--- src/hw/shift_latch_map.svh ---
// timing and width constants for the serial shift-latch driver link
`ifndef SHIFT_LATCH_MAP_SVH
`define SHIFT_LATCH_MAP_SVH
`define WORD_BITS 20
`define SHIFT_RESET 20'h0_0000
`define LATCH_RESET 20'h0_0000
`define SCLK_MIN_PERIOD_NS 200
`define CLK_PERIOD_NS 25
`define HALF_CYCLES (((`SCLK_MIN_PERIOD_NS / 2) + `CLK_PERIOD_NS - 1) / `CLK_PERIOD_NS)
`endif

--- src/hw/shift_latch_pkg.sv ---
// types shared by both ends of the serial shift-latch link
package shift_latch_pkg;
  typedef logic [19:0] word_type;
  typedef enum logic [1:0] {
    st_idle = 2'b00,
    st_low = 2'b01,
    st_high = 2'b10,
    st_load = 2'b11
  } host_state_type;
endpackage

--- src/hw/shift_latch_if.sv ---
// interface joining controller and driver
`timescale 1ns/1ps
`default_nettype none
interface shift_latch_if;
  logic sclk;
  logic sdata;
  logic load;
  logic blank;
  logic sout;
  modport device (input sclk, input sdata, input load, input blank, output sout);
  modport host (output sclk, output sdata, output load, output blank, input sout);
endinterface // shift_latch_if
`default_nettype wire

--- src/hw/shift_latch_host.sv ---
// controller end: shifts a word msb first then pulses load
`timescale 1ns/1ps
`default_nettype none
`include "shift_latch_map.svh"

module shift_latch_host
  import shift_latch_pkg::*;
#(
  parameter int WIDTH = `WORD_BITS
) (
  input wire logic clk,
  input wire logic rst,
  shift_latch_if.host link,
  input wire logic start,
  input wire shift_latch_pkg::word_type word,
  input wire logic blank_req,
  output logic busy
);
  import shift_latch_pkg::*;

  typedef struct packed {
    host_state_type st;
    logic [WIDTH-1:0] data;
    logic [4:0] bits;
    logic [3:0] cnt;
    logic sclk;
    logic sdata;
    logic load;
    logic blank;
    logic busy;
  } host_reg_type;

  host_reg_type h_r;
  host_reg_type h_nxt;
  localparam logic [3:0] HALF = 4'(`HALF_CYCLES);

  always_comb begin
    h_nxt = h_r;
    h_nxt.blank = blank_req;
    h_nxt.cnt = (h_r.cnt == 4'h0) ? 4'h0 : h_r.cnt - 4'h1;
    unique case (h_r.st)
      st_idle: begin
        h_nxt.load = 1'b0;
        // R12 clock low first
        h_nxt.sclk = 1'b0;
        h_nxt.busy = 1'b0;
        if (start) begin
          h_nxt.data = word;
          h_nxt.bits = 5'(WIDTH);
          h_nxt.busy = 1'b1;
          h_nxt.sdata = word[WIDTH-1];
          h_nxt.cnt = HALF;
          h_nxt.st = st_low;
        end
      end
      st_low: begin
        // R3 data set half a period before rise
        if (h_r.cnt == 4'h0) begin
          h_nxt.sclk = 1'b1;
          h_nxt.cnt = HALF;
          h_nxt.st = st_high;
        end
      end
      st_high: begin
        if (h_r.cnt == 4'h0) begin
          h_nxt.sclk = 1'b0;
          h_nxt.cnt = HALF;
          // R12 msb first, bit zero last
          h_nxt.data = {h_r.data[WIDTH-2:0], 1'b0};
          h_nxt.sdata = h_r.data[WIDTH-2];
          h_nxt.bits = h_r.bits - 5'h1;
          h_nxt.st = (h_r.bits == 5'h1) ? st_load : st_low;
        end
      end
      st_load: begin
        // R15 own load strobe
        h_nxt.load = 1'b1;
        if (h_r.cnt == 4'h0) begin
          h_nxt.load = 1'b0;
          h_nxt.st = st_idle;
        end
      end
    endcase
  end

  always_ff @(posedge clk or posedge rst) begin
    if (rst) begin
      h_r <= '0;
    end else begin
      h_r <= h_nxt;
    end
  end

  assign link.sclk = h_r.sclk;
  assign link.sdata = h_r.sdata;
  assign link.load = h_r.load;
  assign link.blank = h_r.blank;
  assign busy = h_r.busy;
endmodule // shift_latch_host
`default_nettype wire

--- src/flat_wrapper.sv ---
// flat-port wrapper written by rule: the top's interface ports become plain ports
module shift_latch_host_flat import shift_latch_pkg::*;
#(
  parameter int WIDTH = `WORD_BITS
)
  (clk, rst, start, word, blank_req, busy, link_sclk, link_sdata, link_load, link_blank, link_sout);
  shift_latch_if link_i ();
  input wire logic clk;
  input wire logic rst;
  input wire logic start;
  input wire shift_latch_pkg::word_type word;
  input wire logic blank_req;
  output logic busy;
  output wire logic [$bits(link_i.sclk)-1:0] link_sclk;
  output wire logic [$bits(link_i.sdata)-1:0] link_sdata;
  output wire logic [$bits(link_i.load)-1:0] link_load;
  output wire logic [$bits(link_i.blank)-1:0] link_blank;
  input wire logic [$bits(link_i.sout)-1:0] link_sout;
  assign link_sclk = link_i.sclk;
  assign link_sdata = link_i.sdata;
  assign link_load = link_i.load;
  assign link_blank = link_i.blank;
  assign link_i.sout = link_sout;
  shift_latch_host #(.WIDTH(WIDTH)) u_core (.clk(clk), .rst(rst), .link(link_i), .start(start), .word(word), .blank_req(blank_req), .busy(busy));
endmodule
--- config.mk ---
export PLATFORM = sky130hd
export DESIGN_NAME = shift_latch_host_flat
export DESIGN_NICKNAME = d
export VERILOG_FILES = /design/src/hw/shift_latch_pkg.sv /design/src/hw/shift_latch_if.sv /design/src/hw/shift_latch_host.sv /design/src/flat_wrapper.sv
export VERILOG_INCLUDE_DIRS = /design/src /design/src/hw
export SDC_FILE = /design/constraint.sdc
export NUM_CORES = 1
export LEC_CHECK = 0
export BUFFER_PORTS_ARGS = -buffer_cell sky130_fd_sc_hd__buf_2
export CAP_MARGIN = 10
export CELL_PAD_IN_SITES_DETAIL_PLACEMENT = 0
export CELL_PAD_IN_SITES_GLOBAL_PLACEMENT = 1
export CORE_AREA = 2 2 68 70
export CTS_CLUSTER_DIAMETER = 30
export DETAILED_ROUTE_END_ITERATION = 7
export DIE_AREA = 0 0 70 72
export GPL_TIMING_DRIVEN = 1
export PLACE_DENSITY = 0.87
export SLEW_MARGIN = 20
export SYNTH_ARGS = -nofsm -noshare
export SYNTH_HDL_FRONTEND = slang
export SYNTH_SLANG_ARGS = --single-unit
--- constraint.sdc ---
create_clock -name clk -period 2.1 [get_ports clk]
set_input_delay 0.105 -clock clk [delete_from_list [all_inputs] [get_ports clk]]
set_output_delay 0.105 -clock clk [all_outputs]
set_load 0.005 [all_outputs]
# --- Word level (Yosys, flattened, before mapping) ---
# Index checks and enable logic that the tools add are counted.
classes:
  add_sub_neg: 2
  mul: 0
  div_mod_pow: 0
  n_lt_le_gt_ge: 0
  n_eq_ne: 8
  shifts: 0
  n_mux: 15
  n_bitwise: 0
  n_reduce_logical: 8
op_table:
  columns: ["operator", "count"]
  rows:
  - ["$pmux W24 S2", 1]
  - ["$mux W33", 1]
  - ["$mux W31", 1]
  - ["$pmux W5 S3", 1]
  - ["$pmux W2 S4", 1]
  - ["$mux W2", 3]
  - ["$ne A2 B1 Y1 const B", 3]
  - ["$reduce_and A3 Y1", 2]
  - ["$eq A5 B1 Y1 const B", 1]
  - ["$mux W5", 1]
  - ["$sub A5 B1 Y5 const B", 1]
  - ["$eq A2 B2 Y1 const B", 2]
  - ["$logic_not A4 Y1", 1]
  - ["$mux W4", 1]
  - ["$pmux W1 S2", 2]
  - ["$reduce_and A4 Y1", 1]
  - ["$reduce_bool A2 Y1", 2]
  - ["$sub A4 B1 Y4 const B", 1]
  - ["$mux W1", 3]
  - ["$reduce_bool A3 Y1", 1]
  - ["$eq A2 B1 Y1 const B", 1]
  - ["$logic_not A2 Y1", 1]
  - ["$ne A2 B2 Y1 const B", 1]
totals:
  reg_bits: 35
  latchBits: 0
  ram_bits: 0
  romBits: 0
  out_inout_bits: 5
  word_cells: 42
  n_memories: 0

# --- Longest topological paths before layout ---
# Gate-level depths: netlist of run 1.
depth:
  ltp_word: 4
  mapped_depth: 7

# --- Worst setup path before layout of run 1 ---
# No wires, ideal clock.
synth_path:
  path_kind: "reg-to-reg"
  start: "reg u_core.h_r[5] (netlist name)"
  end: "reg u_core.h_r[28] (netlist name)"
  setup_ps: 126
  arrival_time_ps: 1709
  path_slack_ps: 265
  path_stages_with_launch: 6
  synth_period_minus_slack_ps: 1835
  path_cell_list: "dfrtp_1 -> or4_1 -> a21o_1 -> buf_6 -> buf_6 -> a221o_1"
synth_via:
  elab_chain_cells: 3
synth_rtl:
  columns: ["element", "line_no", "rtl"]
  rows:
  - ["from (decl)", "shift_latch_host.sv:33", "host_reg_type h_r;"]
  - ["from (signal assigned)", "shift_latch_host.sv:90", "h_r <= h_nxt;"]
  - ["$logic_not A4 Y1", "shift_latch_host.sv:65", "if (h_r.cnt == 4'h0) begin"]
  - ["$ne A2 B1 Y1 (no source line)", null, null]
  - ["$reduce_and A3 Y1 (no source line)", null, null]
# No other way between the ends.
# A chain may end at the register's enable or synchronous reset.

# --- Worst setup path in the final report of run 1 ---
layout_path:
  start: "reg u_core.h_r[5] (netlist name)"
  end: "reg u_core.h_r[29] (netlist name)"
# Same word-level chain as after synthesis.

==> results of run 1 <==
-- cells by family (layout without fill, tap and decap cells) --
| family | Yosys count | after routing | share of synthesized area [%] |
|---|---|---|---|
| muxes | 18 | 18 | 11.0 |
| buffers and inverters | 20 | 56 | 5.62 |
| adders and majority gates | 7 | 7 | 4.80 |
| xor gates and xnor gates | 1 | 1 | 0.480 |
| and+or+nand+nor | 37 | 37 | 12.1 |
| AOI/OAI and AO/OA | 38 | 38 | 18.0 |
| DFF | 35 | 35 | 48.0 |
-- power breakdown --
group / switching, W / internal [W]
logic: 0.000720 / 0.000688
clock network: 0.000234 / 0.000348
registers: 0.000185 / 0.000927
-- routing by layer --
metal | vias up | routed length (um)
li1 | 660 | -
met3 | 8 | 217
met2 | 37 | 1910
met4 | 0 | 80
met5 | - | 0
met1 | 694 | 1540
-- layout by cell type, fill, tap and decap left out, drive strengths merged, types with 2 or more instances in the layout --
cell         instances
and3                 5
a21o                 3
nor3                 4
inv                 10
a221o                6
nor2                 5
mux2                16
o21ai                4
clkbuf               6
a32o                13
or3                  3
nor4                 4
dfrtp               35
nor2b                3
buf                 37
dlygate4sd3          2
ha                   7
nand2                7
mux2i                2
a21oi                2
a221oi               2
-- registers in the layout, summed over array words and instances, names as in the netlist --
signal and cells:
u_core.link.load 1, u_core.link.blank 1, u_core.link.sdata 1, u_core.busy 1, u_core.link.sclk 1, u_core.h_r 30
-- layout make-up --
class,instances,area (sq um)
clock inverters,1,30.0
clock buffers,6,72.6
fillers,387,2110
repair buffers,39,228
multi-input cells,101,848
well taps,52,65.1
flip-flops and latches,35,876
inverters,10,37.5
-- how the worst min path moves through the flow --
stage                     startpoint                 to  slack, ns  cells after the start
after floorplan            blank_req  u_core.link.blank       0.14                      0
after global placement           rst      u_core.h_r[5]       0.21                      3
after detailed placement         rst      u_core.h_r[6]       0.22                      3
after CTS                      start        u_core.busy       0.12                      2
after global routing        word[17]     u_core.h_r[31]       0.15                      3
final                          start        u_core.busy       0.13                      2
-- per-stage QoR --
step | util, % | setup WS [ns] | hold slack (ns) | area, sq um
6_report | 50.6 | 0.223 | 0.134 | 2160
3_3_place_gp | 47.7 | 0.117 | 0.213 | 2030
5_1_grt | 50.6 | 0.117 | 0.152 | 2160
4_1_cts | 50.6 | 0.207 | 0.124 | 2160
2_1_floorplan | - | 0.265 | 0.136 | 1820
3_5_place_dp | 47.7 | -0.0154 | 0.221 | 2030
-- critical path, delay by kind of cell, from the launching register on --
kind                   cells  cell delay (ns)
AOI/OAI and AO/OA          2             0.58
and+or+nand+nor            1             0.57
buffers and inverters      1             0.18
DFF                        1             0.43
-- timing repair --
item | CTS | global route
resized for setup | 1 | 0
buffers inserted | 0 | 0
hold buffers | 2 | 0
setup endpoints to repair | 18 | 0
endpoints found under the hold margin | 36 | 0
-- synth_stat cells, types with 2 or more instances --
cell type | instances | area, sq um
ha_1 | 7 | 87.6
mux2_2 | 16 | 180
a21oi_1 | 2 | 10.0
o21ai_0 | 4 | 20.0
dfrtp_1 | 35 | 876
nor4_1 | 3 | 18.8
nor2_1 | 5 | 18.8
nor2b_1 | 3 | 18.8
clkbuf_1 | 5 | 18.8
and3_1 | 5 | 31.3
or3_1 | 3 | 18.8
a32o_1 | 13 | 130
mux2i_1 | 2 | 20.0
nor3_1 | 3 | 15.0
a221o_1 | 6 | 60.1
inv_1 | 10 | 37.5
a221oi_1 | 2 | 17.5
nand2_1 | 7 | 26.3
a21o_1 | 3 | 22.5
buf_6 | 3 | 33.8
==> metrics.txt, run 1 <==
outcome=complete, no violations; core box area=4260 sq um; routing usage on met2=28.3%; syn_nets=roughly 190; Initial Utilization=42.8%; Yosys cell types=39; synthesized area per cell=approximately 12 sq um; Post-synth ARST share=100%; initial antenna violation count=0; die area=slightly above 5000 sq um; Setup crit end=u_core.h_r[29]; via count=roughly 1,400; clock sinks=35; hpwl dp=2.79 mm; setup violators final=0; gr busiest metal=met2; CP peak stage delay=0.57 ns; Die Y=roughly 72 um; CTS tree=done; CP Launch Type=flop; P_leak=around 1.0 nW; GR Util met1=20.5%; sequential share of the synthesized area=48.0%; maximum VDD drop=0.811 mV; I/O Buffers=28; max-cap viol count=0; R2R depth=4; Final Hold Fails=0; CTS Buffer Depth=2; Max Clock Freq=533 MHz; dpl cells=235; Tmin final=1.88 ns; crit-path max FO=13; Clock Latency Late Sink=0.29 ns; GPL Wtd Cong=about 0.85; relative slew slack=53.8%; site row count=24; total power=0.00310 W; HP Class=in2reg; clk slew on worst S/H paths=~0.07 ns; RSZ-0062 raised after global routing=no; Crit Path Category=reg2reg; flop2flop setup slack=0.22 ns; Die Width=70 um; routed wire length=~3.7 mm; vias in the first global route=between 1,000 and 1,500; Fin Clk Skew=0.00734 ns; Synth Flop Type=dfrtp_1; DR pass1 iterations=4; Synth Instances=between 150 and 200; proportion of layout cells with a drive suffix above 1=32.3%; worst setup path startpoint=u_core.h_r[5]; CTS root buf=clkbuf_8; Req. time, crit path=approximately 2.3 ns; Worst Path Arrival=2.05 ns; reg-to-reg startpoint=u_core.h_r[5]; Final Slew Violations=0; r2r endpoint=u_core.h_r[29]; DR DRC count=0; CTS Buf Count=5; Congestion Overflow GR=0; first-pass GRT wire length=6.75 mm; worst slew pin tran=a little under 0.7 ns; aggregate global-route resource usage=17.0%; Period Utilization, post-route=89.4%; Routed WL per cell=roughly 15 um; mapped cell area=roughly 1800 sq um; slowest CP cell=or4_1; Post-synth EDFFs=0; Final Instance Count excl. Fillers=244; FF+latch count, synth=35; setup tns final=0 ns; P&R area growth vs syn=18.2%; io pins=30; Power Density=1440 nW/um^2; nets=224; GR Layer Usage met3=5.14%; # diodes=0; nature of the critical path endpoint=flop; H-tree depth=2; largest net degree at the start of global routing=36; worst-path cell chain=or4_1 > a21o_1 > buf_4 > a221o_1; DR vias/cell=5.73; Post-DRT Antenna Nets=0; number of synthesis warnings=0; DRT iter0 DRCs=56
Power figures use the tool's default switching activity.
==> run 2, diff against run 1 <==
--- a/config.mk
+++ b/config.mk
@@ -16,7 +16,7 @@
 export DIE_AREA = 0 0 70 72
 export GPL_TIMING_DRIVEN = 1
 export PLACE_DENSITY = 0.87
-export SLEW_MARGIN = 20
+export REMOVE_ABC_BUFFERS = 1
 export SYNTH_ARGS = -nofsm -noshare
 export SYNTH_HDL_FRONTEND = slang
 export SYNTH_SLANG_ARGS = --single-unit
==> run 2 against run 1 <==
Net effect:
- clock skew rose by 0.0011 ns
- clock power grew 25%
- combinational power is 6% higher
- non-clock buffer count up 1
- global-route usage barely moved
- final area up 2.5%
- routed wire length increased by 6.1%
- critical path depth up 3
- die area unchanged
- sequential cell count unchanged
- total power rose by 7.4%
- highest routed layer unchanged
==> metrics.txt, run 2 (same netlist as run 1, synthesis figures left out) <==
routed length on met1=1.65 mm (was 1.54 mm); Final Hold Fails=0 (unchanged); CTS Buffer Depth=2 (unchanged); vias in the first global route=1,482 (was 1,450); DR pass1 iterations=4 (unchanged); H-tree depth=2 (unchanged); Routed WL per cell=16.2 um (was 15.4 um); CTS root buf=clkbuf_8 (unchanged); P_sw=0.00120 W (was 0.00114 W); Worst Path Arrival=2.14 ns (was 2.05 ns); Largest register FFs=30 (unchanged); max-cap viol count=0 (unchanged); maximum VDD drop=0.778 mV (was 0.811 mV); most common cell after layout, fill and taps aside=dfrtp_1 (unchanged); CP peak stage delay=0.45 ns (was 0.57 ns); DR DRC count=0 (unchanged); Final Slew Violations=0 (unchanged); CTS tree=done (unchanged); most flop-heavy register=u_core.h_r (unchanged); clk slew on worst S/H paths=0.08 ns (was 0.07 ns); Period Utilization, post-route=93.9% (was 89.4%); RSZ-0062 raised after global routing=no (unchanged); Tmin final=1.97 ns (was 1.88 ns); io pins=30 (unchanged); P&R area growth vs syn=21.2% (was 18.2%); crit-path max FO=8 (was 13); I/O Buffers=28 (unchanged); worst slew pin tran=0.638 ns (was 0.690 ns); routed wire length=3.98 mm (was 3.75 mm); Flop pwr share=33.4% (was 35.9%); setup tns final=0 ns (unchanged); first-pass GRT wire length=6.73 mm (was 6.75 mm); nets=225 (was 224); via count=1,441 (was 1,399); GPL Wtd Cong=0.772 (was 0.848); Die Width=70 um (unchanged); Max Clock Freq=507 MHz (was 533 MHz); clock sinks=35 (unchanged); Power Density=1510 nW/um^2 (was 1440 nW/um^2); Net Sw Frac=36.0% (was 36.7%); postcts setup bufs=0 (unchanged); relative slew slack=57.3% (was 53.8%); most used cell, CP=buf_4; clock power share=21.8% (was 18.7%); Int Pwr=0.00213 W (was 0.00196 W); DR vias/cell=5.86 (was 5.73); CP top delay family=buffers and inverters (was compound AO/OA/AOI/OAI gates); nature of the critical path endpoint=flop (unchanged); DRT iter0 DRCs=51 (was 56); Fin Clk Skew=0.00846 ns (was 0.00734 ns); die area=5040 sq um (unchanged); combinational share of power=44.8% (was 45.4%); Post-DRT Antenna Nets=0 (unchanged); Crit Path Category=reg2reg (unchanged); top routing layer in use=met4 (unchanged); HP Class=in2reg (unchanged); Die Y=72 um (unchanged); Req. time, crit path=2.27 ns (was 2.28 ns); setup violators final=0 (unchanged); hpwl dp=2.81 mm (was 2.79 mm); site row count=24 (unchanged); met2 routed WL=2.06 mm (was 1.91 mm); buffer and inverter count on the worst path=3 (was 1); P_leak=1.06 nW (was 1.04 nW); core box area=4260 sq um (unchanged); proportion of layout cells with a drive suffix above 1=33.5% (was 32.3%); initial antenna violation count=0 (unchanged); met3 wire length=172 um (was 217 um); # diodes=0 (unchanged); most frequent cells in the layout=dfrtp_1, buf_2, mux2_2 (unchanged); CTS Buf Count=5 (unchanged); final core utilization=51.8% (was 50.6%); worst-path cell chain=inv_1 > ha_1 > buf_4 > nor2b_1 > buf_4 > nor3_4 > a221o_1 (was or4_1 > a21o_1 > buf_4 > a221o_1); Clock Latency Late Sink=0.29 ns (about the same); aggregate global-route resource usage=17.0% (about the same); outcome=complete, no violations (unchanged); Congestion Overflow GR=0 (unchanged); slowest CP cell=dfrtp_1 (was or4_1); Initial Utilization=42.8% (unchanged); largest net degree at the start of global routing=36 (unchanged); CP Launch Type=flop (unchanged)
==> run 2: changes by cell type in the layout (fill, tap and decap cells not counted) <==
cell	change
clkbuf_1	-1
bufinv_16	+1
buf_12	+1
clkinvlp_4	+1
==> run 2: layout make-up <==
cell class | count | area (sq um)
Fill cell | 382 | 2050
Timing Repair Buffer | 40 | 248
Sequential cell | 35 | 876
Inverter | 10 | 37.5
Multi-Input combinational cell | 101 | 848
Tap cell | 52 | 65.1
Clock buffer | 5 | 68.8
Clock inverter | 3 | 67.6
==> run 2: path summary, 6_finish.rpt <==
kind | from | end | slack (ns) | depth (start not counted)
max in group asynchronous | rst | u_core.h_r[11] | 1.33 | 4
hold reg to reg | u_core.link.sclk | u_core.link.sclk | 0.49 | 1
min in group asynchronous | rst | u_core.h_r[7] | 0.45 | 4
hold / removal | start | u_core.busy | 0.12 | 2
setup / recovery | u_core.h_r[35] | u_core.h_r[27] | 0.13 | 7
setup reg to reg | u_core.h_r[35] | u_core.h_r[27] | 0.13 | 7
==> run 2: metrics by stage <==
stage	instances	worst slack (ns)	total power [W]	area [sq um]	hold slack, ns
floorplan	146	-0.0143	0.00207	1760	0.136
global placement	236	0.155	0.00249	2050	0.214
finish	246	0.128	0.00333	2210	0.119
detailed placement	236	0.0321	0.00259	2050	0.217
CTS	246	0.149	0.00334	2210	0.113
global route	246	0.0271	0.00354	2210	0.120
==> run 2: worst reg2reg max path, cell delays in order (launching register included) <==
cell     delay (ns)
dfrtp_1        0.45
inv_1          0.13
ha_1           0.25
buf_4          0.17
nor2b_1        0.26
buf_4          0.20
nor3_4         0.07
a221o_1        0.32
==> run 2: power groups by stage <==
stage                     logic (W)  clock network [W]  registers (W)
after CTS                   0.00149           0.000744        0.00111
final                       0.00149           0.000727        0.00111
after global placement      0.00139                  0        0.00110
after detailed placement    0.00147                  0        0.00112
after floorplan             0.00100                  0        0.00107
after global routing        0.00162           0.000768        0.00115
==> run 2: routing by layer <==
metal,vias to the layer above,global-route usage (%)
met2,50,29.5
met3,11,4.58
met4,0,8.33
met1,716,19.5
li1,664,-
met5,-,0
==> run 2: timing repair <==
action / 4_1_cts / 5_1_grt
hold buffers: 2 / 0
resized for setup: 1 / 0
hold endpoints to repair: 36 / 0
setup endpoints to repair: 1 / 0
==> run 3, diff against run 2 <==
--- a/config.mk
+++ b/config.mk
@@ -15,6 +15,7 @@
 export DETAILED_ROUTE_END_ITERATION = 7
 export DIE_AREA = 0 0 70 72
 export GPL_TIMING_DRIVEN = 1
+export MAX_ROUTING_LAYER = met4
 export PLACE_DENSITY = 0.87
 export REMOVE_ABC_BUFFERS = 1
 export SYNTH_ARGS = -nofsm -noshare
==> run 3 against run 2 <==
Net effect:
- critical path depth did not move
- total power fell by 0.10%
- clock power barely moved
- global-route usage rose by 0.49 points
- die area did not move
- core utilization did not move
- first-iteration DRC count fell by 12%
- sequential cell count did not move
==> metrics.txt, run 3 (same netlist as run 1, synthesis figures left out) <==
outcome=complete, no violations (unchanged); HP Class=in2reg (unchanged); # diodes=0 (unchanged); clk slew on worst S/H paths=0.08 ns (about the same); Worst Hold Endpoint=u_core.busy (unchanged); GPL Wtd Cong=0.782 (was 0.772); worst slew pin tran=0.661 ns (was 0.638 ns); postcts setup bufs=0 (unchanged); CTS tree=done (unchanged); CTS Buffer Depth=2 (unchanged); largest net degree at the start of global routing=36 (unchanged); vias in the first global route=1,475 (was 1,482); Die Y=72 um (unchanged); setup ws final=0.131 ns (was 0.128 ns); DR pass1 iterations=4 (unchanged); clock sinks=35 (unchanged); CTS Buf Count=5 (unchanged); Max Clock Freq=508 MHz (was 507 MHz); via count=1,449 (was 1,441); relative slew slack=55.7% (was 57.3%); setup violators final=0 (unchanged); reg-to-reg startpoint=u_core.h_r[35] (unchanged); maximum VDD drop=0.776 mV (was 0.778 mV); r2r endpoint=u_core.h_r[27] (unchanged); first-pass GRT wire length=6.73 mm (unchanged); CP Launch Type=flop (unchanged); Final Hold Fails=0 (unchanged); Period Utilization, post-route=93.8% (was 93.9%); final instance area=2210 sq um (unchanged); max-cap viol count=0 (unchanged); hold path start=start (unchanged); worst-path cell chain=inv_1 > ha_1 > buf_4 > nor2b_1 > buf_4 > nor3_4 > a221o_1 (unchanged); proportion of layout cells with a drive suffix above 1=33.5% (unchanged); DRT iter0 DRCs=45 (was 51); aggregate global-route resource usage=17.5% (was 17.0%); hpwl dp=2.81 mm (unchanged); routed wire length=3.96 mm (was 3.98 mm); nets=225 (unchanged); site row count=24 (unchanged); hold path depth=2 (unchanged); crit-path max FO=8 (unchanged); flop2flop setup slack=0.13 ns (about the same); nature of the critical path endpoint=flop (unchanged); core box area=4260 sq um (unchanged); Req. time, crit path=2.27 ns (about the same); Routed WL per cell=16.1 um (was 16.2 um); Power Density=1510 nW/um^2 (about the same); DR DRC count=0 (unchanged); Fin Clk Skew=0.00826 ns (was 0.00846 ns); most flop-heavy register=u_core.h_r (unchanged); Tmin final=1.97 ns (about the same); dpl cells=236 (unchanged); io pins=30 (unchanged); I/O Buffers=28 (unchanged); most used cell, CP=buf_4 (unchanged); placed cell areas=2050 sq um (unchanged); Post-DRT Antenna Nets=0 (unchanged); Crit Path Category=reg2reg (unchanged); slowest CP cell=dfrtp_1 (unchanged); Final Slew Violations=0 (unchanged); Initial Utilization=42.8% (unchanged); Die Width=70 um (unchanged); R2R depth=7 (unchanged); dpl ws=0.0321 ns (unchanged); total power=0.00333 W (about the same); CTS root buf=clkbuf_8 (unchanged); die area=5040 sq um (unchanged); DR vias/cell=5.89 (was 5.86); Clock Latency Late Sink=0.29 ns (about the same); H-tree depth=2 (unchanged); Largest register FFs=30 (unchanged); P&R area growth vs syn=21.2% (unchanged); Congestion Overflow GR=0 (unchanged); most frequent cells in the layout=dfrtp_1, buf_2, mux2_2 (unchanged); P_leak=1.06 nW (unchanged); Final Instance Count excl. Fillers=246 (unchanged); Worst Path Arrival=2.14 ns (about the same); RSZ-0062 raised after global routing=no (unchanged); initial antenna violation count=0 (unchanged); most common cell after layout, fill and taps aside=dfrtp_1 (unchanged); CP peak stage delay=0.45 ns (about the same)
run 3: cell counts in the layout (fill, tap and decap cells not counted):
Identical to the previous run, type by type.
run 3: report_power, final:
group          leakage (nW)  internal (W)  switching [W]
logic                 0.551      0.000733       0.000756
registers             0.443      0.000927       0.000186
clock network        0.0644      0.000473       0.000254
total                  1.06       0.00213        0.00120
run 3: repair_timing:
item,in CTS,in global routing
resized for setup,1,0
hold buffers,2,0
hold endpoints to repair,36,0
setup endpoints to repair,1,0
run 3: worst max-delay path by stage:
stage,cells after the start,from,end,slack (ns)
after detailed placement,5,u_core.h_r[34],u_core.h_r[31],0.03
after floorplan,3,u_core.h_r[5],u_core.h_r[28],-0.01
after global routing,7,u_core.h_r[35],u_core.h_r[30],0.03
after CTS,7,u_core.h_r[35],u_core.h_r[27],0.15
after global placement,5,u_core.h_r[34],u_core.h_r[27],0.16
final,7,u_core.h_r[35],u_core.h_r[27],0.13
run 3: cell type report:
| cell class | instances | area (sq um) |
|---|---|---|
| fillers | 382 | 2050 |
| flip-flops and latches | 35 | 876 |
| multi-input cells | 101 | 848 |
| repair buffers | 40 | 248 |
| clock buffers | 5 | 68.8 |
| clock inverters | 3 | 67.6 |
| well taps | 52 | 65.1 |
| inverters | 10 | 37.5 |
run 3: layer usage:
metal | track usage, % | routed length [um] | vias to the layer above
met3 | 4.58 | 189 | 13
met1 | 20.0 | 1620 | 715
met2 | 29.1 | 2050 | 54
met4 | 7.69 | 97 | 0
li1 | - | - | 667
met5 | - | 0 | -
run 3: worst max-delay path, delay by kind of cell, from the launching register on:
family | cells | cell delay, ns
buffers and inverters | 3 | 0.49
DFF | 1 | 0.45
adders and majority gates | 1 | 0.25
AOI/OAI and AO/OA | 1 | 0.32
and+or+nand+nor | 2 | 0.33
run 3: per-stage QoR:
stage	util, %	TNS (ns)	hold WS (ns)
after floorplan	-	-0.0712	0.136
after global placement	48.1	0	0.214
after detailed placement	48.1	0	0.217
after CTS	51.8	0	0.113
after global routing	51.8	0	0.122
final	51.8	0	0.118
